## config.mk

```make
export PLATFORM = sky130hd
export DESIGN_NAME = paged_status_and_init_control
export DESIGN_NICKNAME = d
export VERILOG_FILES = /design/src/core/pscr_pkg.sv /design/src/core/sticky_bank.sv /design/src/core/subsys_state_fsm.sv /design/src/core/paged_status_and_init_control.sv
export VERILOG_INCLUDE_DIRS = /design/src /design/src/core
export SDC_FILE = /design/constraint.sdc
export NUM_CORES = 1
export LEC_CHECK = 0
export BUFFER_PORTS_ARGS = -buffer_cell sky130_fd_sc_hd__buf_2
export CAP_MARGIN = 0
export CORE_ASPECT_RATIO = 1.1
export CORE_MARGIN = 2
export CORE_UTILIZATION = 50
export DETAILED_ROUTE_END_ITERATION = 6
export PLACE_DENSITY = 0.76
export SLEW_MARGIN = 20
export SYNTH_ARGS = -nofsm -noshare
export SYNTH_HDL_FRONTEND = slang
export SYNTH_SLANG_ARGS = --single-unit
```

## constraint.sdc

```tcl
create_clock -name I_CLK -period 14.46 [get_ports I_CLK]
set_clock_uncertainty 0.15 [all_clocks]
set_input_delay 2.169 -clock I_CLK [delete_from_list [all_inputs] [get_ports I_CLK]]
set_output_delay 2.169 -clock I_CLK [all_outputs]
set_load 0.01 [all_outputs]
```

## src/core/pscr_cfg.svh

```systemverilog
// Offsets, page codes, state codes and timing constants of the paged register logic
`ifndef PSCR_CFG_SVH
`define PSCR_CFG_SVH

// Register offsets, identical on every page that holds them
`define PG_SEL_OFS 8'hFF
`define STATE_RD_OFS 8'hD0
`define STATE_SEL_OFS 8'hD1
`define COMMIT_OFS 8'hC0
`define POWER_EN_OFS 8'hE1
`define LIVE_A_OFS 8'h02
`define STICKY_A_OFS 8'h03
`define MASK_A_OFS 8'h04
`define LIVE_B_OFS 8'h06
`define STICKY_B_OFS 8'h07
`define MASK_B_OFS 8'h08

// Page numbers
`define PG_MASTER 8'h00
`define PG_MONITOR 8'h01
`define PG_INPUT 8'h02
`define PG_OUTPUT 8'h03
`define PG_PLL_A 8'h0A
`define PG_PLL_B 8'h0B
`define PG_PLL_C 8'h0C
`define PG_PLL_D 8'h0D

// Internal subsystem indices
`define IDX_MASTER 3'h0
`define IDX_MONITOR 3'h1
`define IDX_INPUT 3'h2
`define IDX_OUTPUT 3'h3
`define IDX_PLL_A 3'h4
`define IDX_PLL_B 3'h5
`define IDX_PLL_C 3'h6
`define IDX_PLL_D 3'h7

// State-select keys expected in the select register
`define SEL_KEY_MAIN 8'h40
`define SEL_KEY_OUTPUT 8'h60
`define SEL_KEY_PLL 8'h20

// State readback codes
`define CODE_IDLE 8'h00
`define CODE_MST_WAIT 8'h09
`define CODE_MST_ACT 8'h24
`define CODE_MON_WAIT 8'h05
`define CODE_MON_ACT 8'h0C
`define CODE_INP_WAIT 8'h07
`define CODE_INP_ACT 8'h17
`define CODE_OUT_WAIT 8'h0C
`define CODE_OUT_ACT 8'h14
`define CODE_PLL_WAIT 8'h08
`define CODE_PLL_ACT 8'h30

// Field positions, keys and reset values
`define OSC_LOSS_BIT 2
`define PLL_LOL_BIT 0
`define COMMIT_KEY 8'h01
`define PAGE_RST 8'h00
`define BYTE_RST 8'h00
`define POWER_RST 7'h00
`define LOAD_CNT_RST 16'h0000

// Timing
`define CLK_PERIOD_NS 4
`define NVM_LOAD_NS 1000

`endif

```

## src/core/pscr_pkg.sv

```systemverilog
// Types shared by the paged status and init control logic
package pscr_pkg;

   // Subsystem state machine, one-hot
   typedef enum logic [2:0] {
      ST_IDLE = 3'h1,
      ST_WAIT = 3'h2,
      ST_ACTIVE = 3'h4
   } subsys_state_e;

   // One register access from the serial port front end
   typedef struct packed {
      logic wr;
      logic rd;
      logic [7:0] addr;
      logic [7:0] wdata;
   } reg_req_s;

   // Live conditions from the analog side
   typedef struct packed {
      logic osc_loss;
      logic [3:0] pll_unlocked;
      logic [3:0] pll_holdover;
      logic [3:0] in_clk_loss;
      logic [3:0] drift_fine;
      logic [3:0] drift_coarse;
   } live_s;

endpackage

```

## src/core/sticky_bank.sv

```systemverilog
// Bank of masked sticky notify bits, cleared by writing ones
`timescale 1ns/10ps
`default_nettype none
module sticky_bank #(
   parameter int W = 8
) (
   // Clock and reset
   input wire logic i_clk,
   input wire logic i_reset,
   // Events, enables and clears
   input wire logic [W-1:0] i_event,
   input wire logic [W-1:0] i_mask,
   input wire logic [W-1:0] i_clear,
   // Flags
   output logic [W-1:0] o_flags
);

   logic [W-1:0] flags_reg;
   logic [W-1:0] flags_next;

   // Set wins over a clear in the same cycle so no event is lost
   assign flags_next = (flags_reg & ~i_clear) | (i_event & i_mask);

   // Flag storage
   always_ff @(posedge i_clk or posedge i_reset) begin
      if (i_reset) begin
         flags_reg <= '0;
      end else begin
         flags_reg <= flags_next;
      end
   end

   assign o_flags = flags_reg;

endmodule // sticky_bank
`default_nettype wire

```

## src/core/subsys_state_fsm.sv

```systemverilog
// Idle, program-command wait and active state machine of one subsystem
`timescale 1ns/10ps
`default_nettype none
module subsys_state_fsm
   import pscr_pkg::*;
(
   // Clock and reset
   input wire logic i_clk,
   input wire logic i_reset,
   // Control
   input wire logic i_enable,
   input wire logic i_auto,
   input wire logic i_commit,
   // State
   output subsys_state_e o_state
);

   subsys_state_e state_reg;
   subsys_state_e state_next;

   // Without stored configuration it parks in wait until the host commits
   always_comb begin
      state_next = state_reg;
      unique case (state_reg)
         ST_IDLE: begin
            if (i_enable) begin
               state_next = i_auto ? ST_ACTIVE : ST_WAIT;
            end
         end
         ST_WAIT: begin
            if (!i_enable) begin
               state_next = ST_IDLE;
            end else if (i_commit) begin
               state_next = ST_ACTIVE;
            end
         end
         ST_ACTIVE: begin
            if (!i_enable) begin
               state_next = ST_IDLE;
            end
         end
         default: state_next = ST_IDLE;
      endcase
   end

   // State register
   always_ff @(posedge i_clk or posedge i_reset) begin
      if (i_reset) begin
         state_reg <= ST_IDLE;
      end else begin
         state_reg <= state_next;
      end
   end

   assign o_state = state_reg;

endmodule // subsys_state_fsm
`default_nettype wire

```

## src/core/paged_status_and_init_control.sv

```systemverilog
// Paged control and status registers of a multi-PLL clock device
`timescale 1ns/10ps
`default_nettype none
`include "pscr_cfg.svh"
module paged_status_and_init_control
   import pscr_pkg::*;
(
   // Clock and reset
   input wire logic I_CLK,
   input wire logic I_RESET,
   // Register access from the serial port front end
   input wire reg_req_s i_REG_REQ,
   output logic [7:0] o_RD_DATA,
   output logic o_RD_VALID,
   // Analog side status pins
   input wire live_s i_LIVE,
   input wire logic i_NVM_PROGRAMMED,
   // Notify and subsystem power
   output logic o_NOTIFY,
   output logic [6:0] o_SUBSYS_POWER
);

   localparam int LOAD_CYC_INT = (`NVM_LOAD_NS + `CLK_PERIOD_NS - 1) / `CLK_PERIOD_NS;
   localparam logic [15:0] LOAD_CYC = 16'(LOAD_CYC_INT);

   // Page number to {valid, index}
   function automatic logic [3:0] page_decode(input logic [7:0] page);
      logic [3:0] res;
      res = 4'h0;
      case (page)
         `PG_MASTER: res = {1'b1, `IDX_MASTER};
         `PG_MONITOR: res = {1'b1, `IDX_MONITOR};
         `PG_INPUT: res = {1'b1, `IDX_INPUT};
         `PG_OUTPUT: res = {1'b1, `IDX_OUTPUT};
         `PG_PLL_A: res = {1'b1, `IDX_PLL_A};
         `PG_PLL_B: res = {1'b1, `IDX_PLL_B};
         `PG_PLL_C: res = {1'b1, `IDX_PLL_C};
         `PG_PLL_D: res = {1'b1, `IDX_PLL_D};
         default: res = 4'h0;
      endcase
      return res;
   endfunction

   // Select key that unlocks the state readback of a subsystem
   function automatic logic [7:0] sel_key(input logic [2:0] idx);
      logic [7:0] key;
      key = `SEL_KEY_PLL;
      if (idx == `IDX_OUTPUT) begin
         key = `SEL_KEY_OUTPUT;
      end else if (!idx[2]) begin
         key = `SEL_KEY_MAIN;
      end
      return key;
   endfunction

   // Readback code of a subsystem in a given state
   function automatic logic [7:0] state_code(input logic [2:0] idx, input subsys_state_e st);
      logic [7:0] wait_c;
      logic [7:0] act_c;
      logic [7:0] code;
      wait_c = `CODE_PLL_WAIT;
      act_c = `CODE_PLL_ACT;
      case (idx)
         `IDX_MASTER: begin
            wait_c = `CODE_MST_WAIT;
            act_c = `CODE_MST_ACT;
         end
         `IDX_MONITOR: begin
            wait_c = `CODE_MON_WAIT;
            act_c = `CODE_MON_ACT;
         end
         `IDX_INPUT: begin
            wait_c = `CODE_INP_WAIT;
            act_c = `CODE_INP_ACT;
         end
         `IDX_OUTPUT: begin
            wait_c = `CODE_OUT_WAIT;
            act_c = `CODE_OUT_ACT;
         end
         default: begin
            wait_c = `CODE_PLL_WAIT;
            act_c = `CODE_PLL_ACT;
         end
      endcase
      code = `CODE_IDLE;
      if (st == ST_WAIT) begin
         code = wait_c;
      end else if (st == ST_ACTIVE) begin
         code = act_c;
      end
      return code;
   endfunction

   // Synchroniser stages for the asynchronous status pins
   live_s live_meta_reg;
   live_s live_reg;
   logic nvm_meta_reg;
   logic nvm_reg;

   // Control and status storage
   logic [7:0] page_reg;
   logic [7:0] sel_reg [8];
   logic mst_osc_mask_reg;
   logic [7:0] mst_lolho_mask_reg;
   logic [3:0] mon_cl_mask_reg;
   logic [7:0] mon_drift_mask_reg;
   logic [7:0] pll_mask_reg [4];
   logic [6:0] power_reg;
   logic [15:0] load_cnt_reg;
   logic load_done_reg;
   logic [7:0] rd_data_reg;
   logic rd_valid_reg;
   logic notify_reg;

   // Decoded request
   logic wr;
   logic [7:0] addr;
   logic [7:0] wdata;
   logic [3:0] pg_dec;
   logic pg_valid;
   logic [2:0] pg_idx;
   logic on_master;
   logic on_monitor;
   logic on_pll;
   logic [1:0] pll_sel;
   logic wr_page;
   logic wr_paged;
   logic wr_sel;
   logic wr_commit;
   logic [7:0] commit_vec;

   // Sticky banks
   logic osc_clr;
   logic [7:0] lolho_clr;
   logic [3:0] cl_clr;
   logic [7:0] drift_clr;
   logic [3:0] pll_clr;
   logic [3:0] pll_lol_mask;
   logic [0:0] osc_flag;
   logic [7:0] lolho_flags;
   logic [3:0] cl_flags;
   logic [7:0] drift_flags;
   logic [3:0] pll_flags;

   // Subsystem states
   subsys_state_e st [8];
   logic [7:0] st_enable;
   logic [7:0] rd_next;
   logic sel_ok;

   // Two flops on every status pin before any logic reads it
   always_ff @(posedge I_CLK or posedge I_RESET) begin
      if (I_RESET) begin
         live_meta_reg <= '0;
         live_reg <= '0;
         nvm_meta_reg <= 1'b0;
         nvm_reg <= 1'b0;
      end else begin
         live_meta_reg <= i_LIVE;
         live_reg <= live_meta_reg;
         nvm_meta_reg <= i_NVM_PROGRAMMED;
         nvm_reg <= nvm_meta_reg;
      end
   end

   // Request decode against the current page
   assign wr = i_REG_REQ.wr;
   assign addr = i_REG_REQ.addr;
   assign wdata = i_REG_REQ.wdata;
   assign pg_dec = page_decode(page_reg);
   assign pg_valid = pg_dec[3];
   assign pg_idx = pg_dec[2:0];
   assign on_master = pg_valid && (pg_idx == `IDX_MASTER);
   assign on_monitor = pg_valid && (pg_idx == `IDX_MONITOR);
   assign on_pll = pg_valid && pg_idx[2];
   assign pll_sel = pg_idx[1:0];
   assign wr_page = wr && (addr == `PG_SEL_OFS);
   assign wr_paged = wr && pg_valid && (addr != `PG_SEL_OFS);
   assign wr_sel = wr_paged && (addr == `STATE_SEL_OFS);
   assign wr_commit = wr_paged && (addr == `COMMIT_OFS) && (wdata == `COMMIT_KEY);
   assign commit_vec = wr_commit ? (8'h01 << pg_idx) : 8'h00;

   // Write-one clears; a zero bit leaves its flag alone
   assign osc_clr = (on_master && wr && addr == `STICKY_A_OFS) ? wdata[`OSC_LOSS_BIT] : 1'b0;
   assign lolho_clr = (on_master && wr && addr == `STICKY_B_OFS) ? wdata : 8'h00;
   assign cl_clr = (on_monitor && wr && addr == `STICKY_A_OFS) ? wdata[3:0] : 4'h0;
   assign drift_clr = (on_monitor && wr && addr == `STICKY_B_OFS) ? wdata : 8'h00;
   assign pll_clr = (on_pll && wr && addr == `STICKY_A_OFS && wdata[`PLL_LOL_BIT]) ?
                    (4'h1 << pll_sel) : 4'h0;
   assign pll_lol_mask = {pll_mask_reg[3][`PLL_LOL_BIT], pll_mask_reg[2][`PLL_LOL_BIT],
                          pll_mask_reg[1][`PLL_LOL_BIT], pll_mask_reg[0][`PLL_LOL_BIT]};

   // Page select takes effect at the edge that completes the write
   always_ff @(posedge I_CLK or posedge I_RESET) begin
      if (I_RESET) begin
         page_reg <= `PAGE_RST;
      end else if (wr_page) begin
         page_reg <= wdata;
      end
   end

   // Per-page state-select registers
   always_ff @(posedge I_CLK or posedge I_RESET) begin
      if (I_RESET) begin
         for (int i = 0; i < 8; i++) begin
            sel_reg[i] <= `BYTE_RST;
         end
      end else if (wr_sel) begin
         sel_reg[pg_idx] <= wdata;
      end
   end

   // Mask and power registers on the master and monitor pages
   always_ff @(posedge I_CLK or posedge I_RESET) begin
      if (I_RESET) begin
         mst_osc_mask_reg <= 1'b0;
         mst_lolho_mask_reg <= `BYTE_RST;
         mon_cl_mask_reg <= 4'h0;
         mon_drift_mask_reg <= `BYTE_RST;
         power_reg <= `POWER_RST;
      end else if (wr) begin
         if (on_master && addr == `MASK_A_OFS) mst_osc_mask_reg <= wdata[`OSC_LOSS_BIT];
         if (on_master && addr == `MASK_B_OFS) mst_lolho_mask_reg <= wdata;
         if (on_master && addr == `POWER_EN_OFS) power_reg <= wdata[6:0];
         if (on_monitor && addr == `MASK_A_OFS) mon_cl_mask_reg <= wdata[3:0];
         if (on_monitor && addr == `MASK_B_OFS) mon_drift_mask_reg <= wdata;
      end
   end

   // Per-PLL notify masks
   always_ff @(posedge I_CLK or posedge I_RESET) begin
      if (I_RESET) begin
         for (int i = 0; i < 4; i++) begin
            pll_mask_reg[i] <= `BYTE_RST;
         end
      end else if (on_pll && wr && addr == `MASK_A_OFS) begin
         pll_mask_reg[pll_sel] <= wdata;
      end
   end

   // Configuration load window after reset; nothing answers as ready before it
   always_ff @(posedge I_CLK or posedge I_RESET) begin
      if (I_RESET) begin
         load_cnt_reg <= `LOAD_CNT_RST;
         load_done_reg <= 1'b0;
      end else if (!load_done_reg) begin
         load_cnt_reg <= load_cnt_reg + 16'h0001;
         load_done_reg <= (load_cnt_reg == LOAD_CYC - 16'h0001);
      end
   end

   // Sticky notify banks
   sticky_bank #(.W(1)) u_osc (
      .i_clk(I_CLK),
      .i_reset(I_RESET),
      .i_event(live_reg.osc_loss),
      .i_mask(mst_osc_mask_reg),
      .i_clear(osc_clr),
      .o_flags(osc_flag)
   );

   sticky_bank #(.W(8)) u_lolho (
      .i_clk(I_CLK),
      .i_reset(I_RESET),
      .i_event({live_reg.pll_holdover, live_reg.pll_unlocked}),
      .i_mask(mst_lolho_mask_reg),
      .i_clear(lolho_clr),
      .o_flags(lolho_flags)
   );

   sticky_bank #(.W(4)) u_cl (
      .i_clk(I_CLK),
      .i_reset(I_RESET),
      .i_event(live_reg.in_clk_loss),
      .i_mask(mon_cl_mask_reg),
      .i_clear(cl_clr),
      .o_flags(cl_flags)
   );

   sticky_bank #(.W(8)) u_drift (
      .i_clk(I_CLK),
      .i_reset(I_RESET),
      .i_event({live_reg.drift_coarse, live_reg.drift_fine}),
      .i_mask(mon_drift_mask_reg),
      .i_clear(drift_clr),
      .o_flags(drift_flags)
   );

   sticky_bank #(.W(4)) u_pll (
      .i_clk(I_CLK),
      .i_reset(I_RESET),
      .i_event(live_reg.pll_unlocked),
      .i_mask(pll_lol_mask),
      .i_clear(pll_clr),
      .o_flags(pll_flags)
   );

   // Master runs after the load; power bits go input, monitor, output, PLLs
   assign st_enable[0] = load_done_reg;
   assign st_enable[7:1] = (st[0] == ST_ACTIVE) ?
                           ({power_reg[6:2], power_reg[0], power_reg[1]} | {7{nvm_reg}}) : 7'h00;

   // One state machine per page
   for (genvar g = 0; g < 8; g++) begin : g_fsm
      subsys_state_fsm u_fsm (
         .i_clk(I_CLK),
         .i_reset(I_RESET),
         .i_enable(st_enable[g]),
         .i_auto(nvm_reg),
         .i_commit(commit_vec[g]),
         .o_state(st[g])
      );
   end

   // Readback is only meaningful once the page's select key is written
   assign sel_ok = (sel_reg[pg_idx] == sel_key(pg_idx));

   // Read mux; unmapped offsets and undefined pages read zero, except the page select at FF
   always_comb begin
      rd_next = `BYTE_RST;
      if (addr == `PG_SEL_OFS) begin
         rd_next = page_reg;
      end else if (pg_valid) begin
         if (addr == `STATE_SEL_OFS) begin
            rd_next = sel_reg[pg_idx];
         end else if (addr == `STATE_RD_OFS) begin
            rd_next = sel_ok ? state_code(pg_idx, st[pg_idx]) : `CODE_IDLE;
         end else if (addr == `COMMIT_OFS) begin
            rd_next = `BYTE_RST;
         end else if (on_master) begin
            if (addr == `STICKY_A_OFS) rd_next = {5'h00, osc_flag, 2'h0};
            if (addr == `MASK_A_OFS) rd_next = {5'h00, mst_osc_mask_reg, 2'h0};
            if (addr == `LIVE_B_OFS) rd_next = {live_reg.pll_holdover, live_reg.pll_unlocked};
            if (addr == `STICKY_B_OFS) rd_next = lolho_flags;
            if (addr == `MASK_B_OFS) rd_next = mst_lolho_mask_reg;
            if (addr == `POWER_EN_OFS) rd_next = {1'b0, power_reg};
         end else if (on_monitor) begin
            if (addr == `LIVE_A_OFS) rd_next = {4'h0, live_reg.in_clk_loss};
            if (addr == `STICKY_A_OFS) rd_next = {4'h0, cl_flags};
            if (addr == `MASK_A_OFS) rd_next = {4'h0, mon_cl_mask_reg};
            if (addr == `LIVE_B_OFS) rd_next = {live_reg.drift_coarse, live_reg.drift_fine};
            if (addr == `STICKY_B_OFS) rd_next = drift_flags;
            if (addr == `MASK_B_OFS) rd_next = mon_drift_mask_reg;
         end else if (on_pll) begin
            if (addr == `LIVE_A_OFS) rd_next = {7'h00, live_reg.pll_unlocked[pll_sel]};
            if (addr == `STICKY_A_OFS) rd_next = {7'h00, pll_flags[pll_sel]};
            if (addr == `MASK_A_OFS) rd_next = pll_mask_reg[pll_sel];
         end
      end
   end

   // Read answer one cycle after the request; notify is any sticky flag
   always_ff @(posedge I_CLK or posedge I_RESET) begin
      if (I_RESET) begin
         rd_data_reg <= `BYTE_RST;
         rd_valid_reg <= 1'b0;
         notify_reg <= 1'b0;
      end else begin
         rd_valid_reg <= i_REG_REQ.rd;
         if (i_REG_REQ.rd) rd_data_reg <= rd_next;
         notify_reg <= |{osc_flag, lolho_flags, cl_flags, drift_flags, pll_flags};
      end
   end

   assign o_RD_DATA = rd_data_reg;
   assign o_RD_VALID = rd_valid_reg;
   assign o_NOTIFY = notify_reg;
   assign o_SUBSYS_POWER = power_reg;

endmodule // paged_status_and_init_control
`default_nettype wire

```

==> out/metrics.cfg <==
[floorplan]
ios = 59
fp.coreArea_mm2 = 0.0237
die_w_um = 152
rows = 59
start_util_pct = 51.0
dieArea_mm2 = 0.0254
die_h_um = 167

[sta]
slew_viol_final = 0
timing.slew.headroom_pct = 34.3
setup_viol = 0
rsz0062_at_grt = no
period_share_pct = 31.3
tightestPinTransition_ns = 0.976
finalHoldViolCount = 0
finalSetupTns_ns = 0
min_period_ns = 4.52
max_freq_mhz = 221

[global_route]
antenna_found_initial = 1
globalRoute.totalOverflow = 0
grt_pass1_wl_mm = 52.5
grt_pass1_vias = 9277
grt.total_usage_pct = 25.9
grt_max_degree = 139

[routing]
wl_mm = 32.9
drt-pass1-iter-count = 6
vias = 9381
drc = 0
ant_nets = 0
drt_iter0_drc = 1107
vias_per_cell = 6.52
wl_per_cell_um = 22.9

[clock_network]
clk_pin_slew_worst_paths_ns = 0.06
cts-root-buf = clkbuf_16
insertion_delay_ns = 0.55
cts_setup_buffers = 0
cts_num_sinks = 252
clockBufferDepth = 3
cts_hold_buf = 0
cts_max_level = 1
numCtsBuffers = 28
cts_tree = built
post_cts_resized = 0

[logic_synthesis]
mappedNetlistArea_mm2 = 0.0121
synth_flop_cell = dfrtp_1
ys_ff_latch = 252
synth.avg_cell_area_um2 = 11.3
synth.distinct_cells = 81
ys_async_sr_fraction_pct = 100
seq_area_frac_synth_pct = 52.3
synth_fp_nets = 1116
synth_cells = 1070
yosysWarnings = 0
synth-edff-count = 0

[place]
place.gp.congestion = 0.991
dp_hpwl_mm = 21.7
port_buffers = 58

[setup_path]
crit_chain = buf_2, or4_1, nor2_2, and3_1, nand2_1, nor2_2, mux2_2
critPathMaxStageDelay_ns = 0.71
r2r_slack_ns = 10.32
r2r-end = o_RD_DATA[3]$_DFFE_PP0P_
reg2regPathDepth = 11
crit_path_end_kind = flop
crit_top_cell = nor2_2
critPathKind = in -> reg
reg2reg_from = page_reg[2]$_DFFE_PP0P_
crit_path_start_kind = primary input
path_delay_family = simple AND/OR/NAND/NOR gates
cp_num_buf_inv = 1
cp_slowest_cell = or4_1
worstPathArrival_ns = 4.81
worstPathRequired_ns = 14.75
worstPathMaxFanout = 10

[hold_path]
hold_depth = 0
holdPathEnd = live_reg[4]$_DFF_PP0_
worstHoldStart = live_meta_reg[4]$_DFF_PP0_
hold_path_class = reg -> reg

[final_layout]
area_growth_pct = 12.8
fill_cells = 1959
largest_reg_flops = 64
final_nets = 1157
drive_above_1_share_pct = 26.7

[run]
drv_cap = 0

[pwr]
vdd_drop_max_mv = 0.0843
total_power_uw = 1600
leakage_uw = 0.00614
p_per_area_mw_per_mm2 = 117

[outcome]
status = complete, no violations

==> layout make-up <==
type | instances | area (um2) | share of cell area [%]
sequential | 252 | 6320 | 46.3
multi-input combinational | 742 | 5450 | 40.0
clock buffer | 35 | 798 | 5.86
tap | 305 | 382 | 2.80
timing repair buffer | 70 | 380 | 2.79
clock inverter | 17 | 230 | 1.69
inverter | 17 | 71.3 | 0.523
antenna | 1 | 2.50 | 0.0184
==> worst max-delay path by stage <==
stage                       start                                    end  cells after the start
floorplan                 I_RESET  g_fsm[0].u_fsm.o_state[1]$_DFFE_PP0P_                      1
global placement    i_REG_REQ[13]               o_RD_DATA[3]$_DFFE_PP0P_                      9
detailed placement  i_REG_REQ[13]               o_RD_DATA[3]$_DFFE_PP0P_                      9
CTS                 i_REG_REQ[13]               o_RD_DATA[3]$_DFFE_PP0P_                      9
global route         i_REG_REQ[8]  g_fsm[3].u_fsm.o_state[2]$_DFFE_PP0P_                     10
finish              i_REG_REQ[13]            pll_mask_reg[6]$_DFFE_PP0P_                      7
==> metrics by stage <==
stage	util (%)	hold slack, ns	worst slack (ns)	cells	area [um2]
2_1_floorplan	-	0.181	5.23	1070	12100
3_3_place_gp	53.1	0.184	9.46	1386	12600
6_report	57.5	0.194	9.94	1439	13600
3_5_place_dp	53.1	0.185	9.36	1386	12600
5_1_grt	57.5	0.202	9.80	1438	13600
4_1_cts	57.5	0.198	9.93	1438	13600
==> cells by family (layout without fill, tap and decap cells) <==
| logic type | count (synthesis) | in the layout | synth area share, % |
|---|---|---|---|
| AO/OA/AOI/OAI | 244 | 244 | 14.3 |
| multiplexers | 154 | 154 | 14.7 |
| buffers and inverters | 76 | 139 | 2.80 |
| flip-flops | 252 | 252 | 52.3 |
| other | 0 | 1 | 0 |
| AND/OR/NAND/NOR | 321 | 321 | 14.1 |
| adder cells (fa/ha/maj) | 4 | 4 | 0.414 |
| XOR/XNOR | 19 | 19 | 1.38 |
==> cell usage after synthesis (7+ instances only) <==
library cell | instances | area share [%]
o22ai_1 | 12 | 0.62
nand2b_1 | 7 | 0.36
a21oi_1 | 55 | 2.3
o21a_1 | 9 | 0.56
nand4_1 | 19 | 0.98
nor3_1 | 17 | 0.70
a22o_1 | 26 | 1.9
o221ai_1 | 9 | 0.65
a221oi_1 | 12 | 0.87
nor3b_1 | 12 | 0.75
o21ai_0 | 34 | 1.4
nor2_1 | 43 | 1.3
inv_1 | 16 | 0.50
dfstp_2 | 8 | 1.7
nor2_2 | 7 | 0.36
a22oi_1 | 14 | 0.87
mux2_2 | 135 | 13
dfrtp_1 | 244 | 51
nor2b_1 | 16 | 0.83
a21o_1 | 10 | 0.62
mux2i_1 | 13 | 1.1
xnor2_1 | 15 | 1.1
buf_2 | 15 | 0.62
nor4_1 | 16 | 0.83
nand3_1 | 26 | 1.1
nand2_1 | 107 | 3.3
clkbuf_1 | 35 | 1.1
and3_1 | 10 | 0.52
==> cell usage in the layout (no fill, tap or decap), drive strengths merged, types with 26 or more instances in the layout <==
| cell type | instances |
|---|---|
| buf | 70 |
| a21oi | 56 |
| o21ai | 35 |
| nor2 | 51 |
| mux2 | 137 |
| dfrtp | 244 |
| nand2 | 107 |
| a22o | 26 |
| nand3 | 26 |
| clkbuf | 35 |
==> report_power, final <==
part / switching (uW) / internal (uW)
Combinational: 70.7 / 24.9
Sequential: 9.89 / 716
Clock: 298 / 481
==> layer usage <==
| layer | share of wire, % | wire (um) | GRT usage (%) |
|---|---|---|---|
| met5 | 0 | 0 | 0 |
| met1 | 41 | 13300 | 35.2 |
| met3 | 9.1 | 3000 | 5.18 |
| met2 | 45 | 14900 | 40.1 |
| met4 | 5.1 | 1670 | 12.4 |
==> worst reg2reg max path, stage by stage (launching register included) <==
cell and delay, ns:
dfrtp_1 0.48, inv_1 0.09, ha_1 0.27, mux2i_4 0.40, buf_4 0.46, o211ai_1 0.24
nand2_1 0.60, a22oi_1 0.19, a211oi_1 0.59, o311a_1 0.28, a31oi_1 0.05, o31ai_1 0.24
Note: power is estimated with default switching activity, not from simulation.
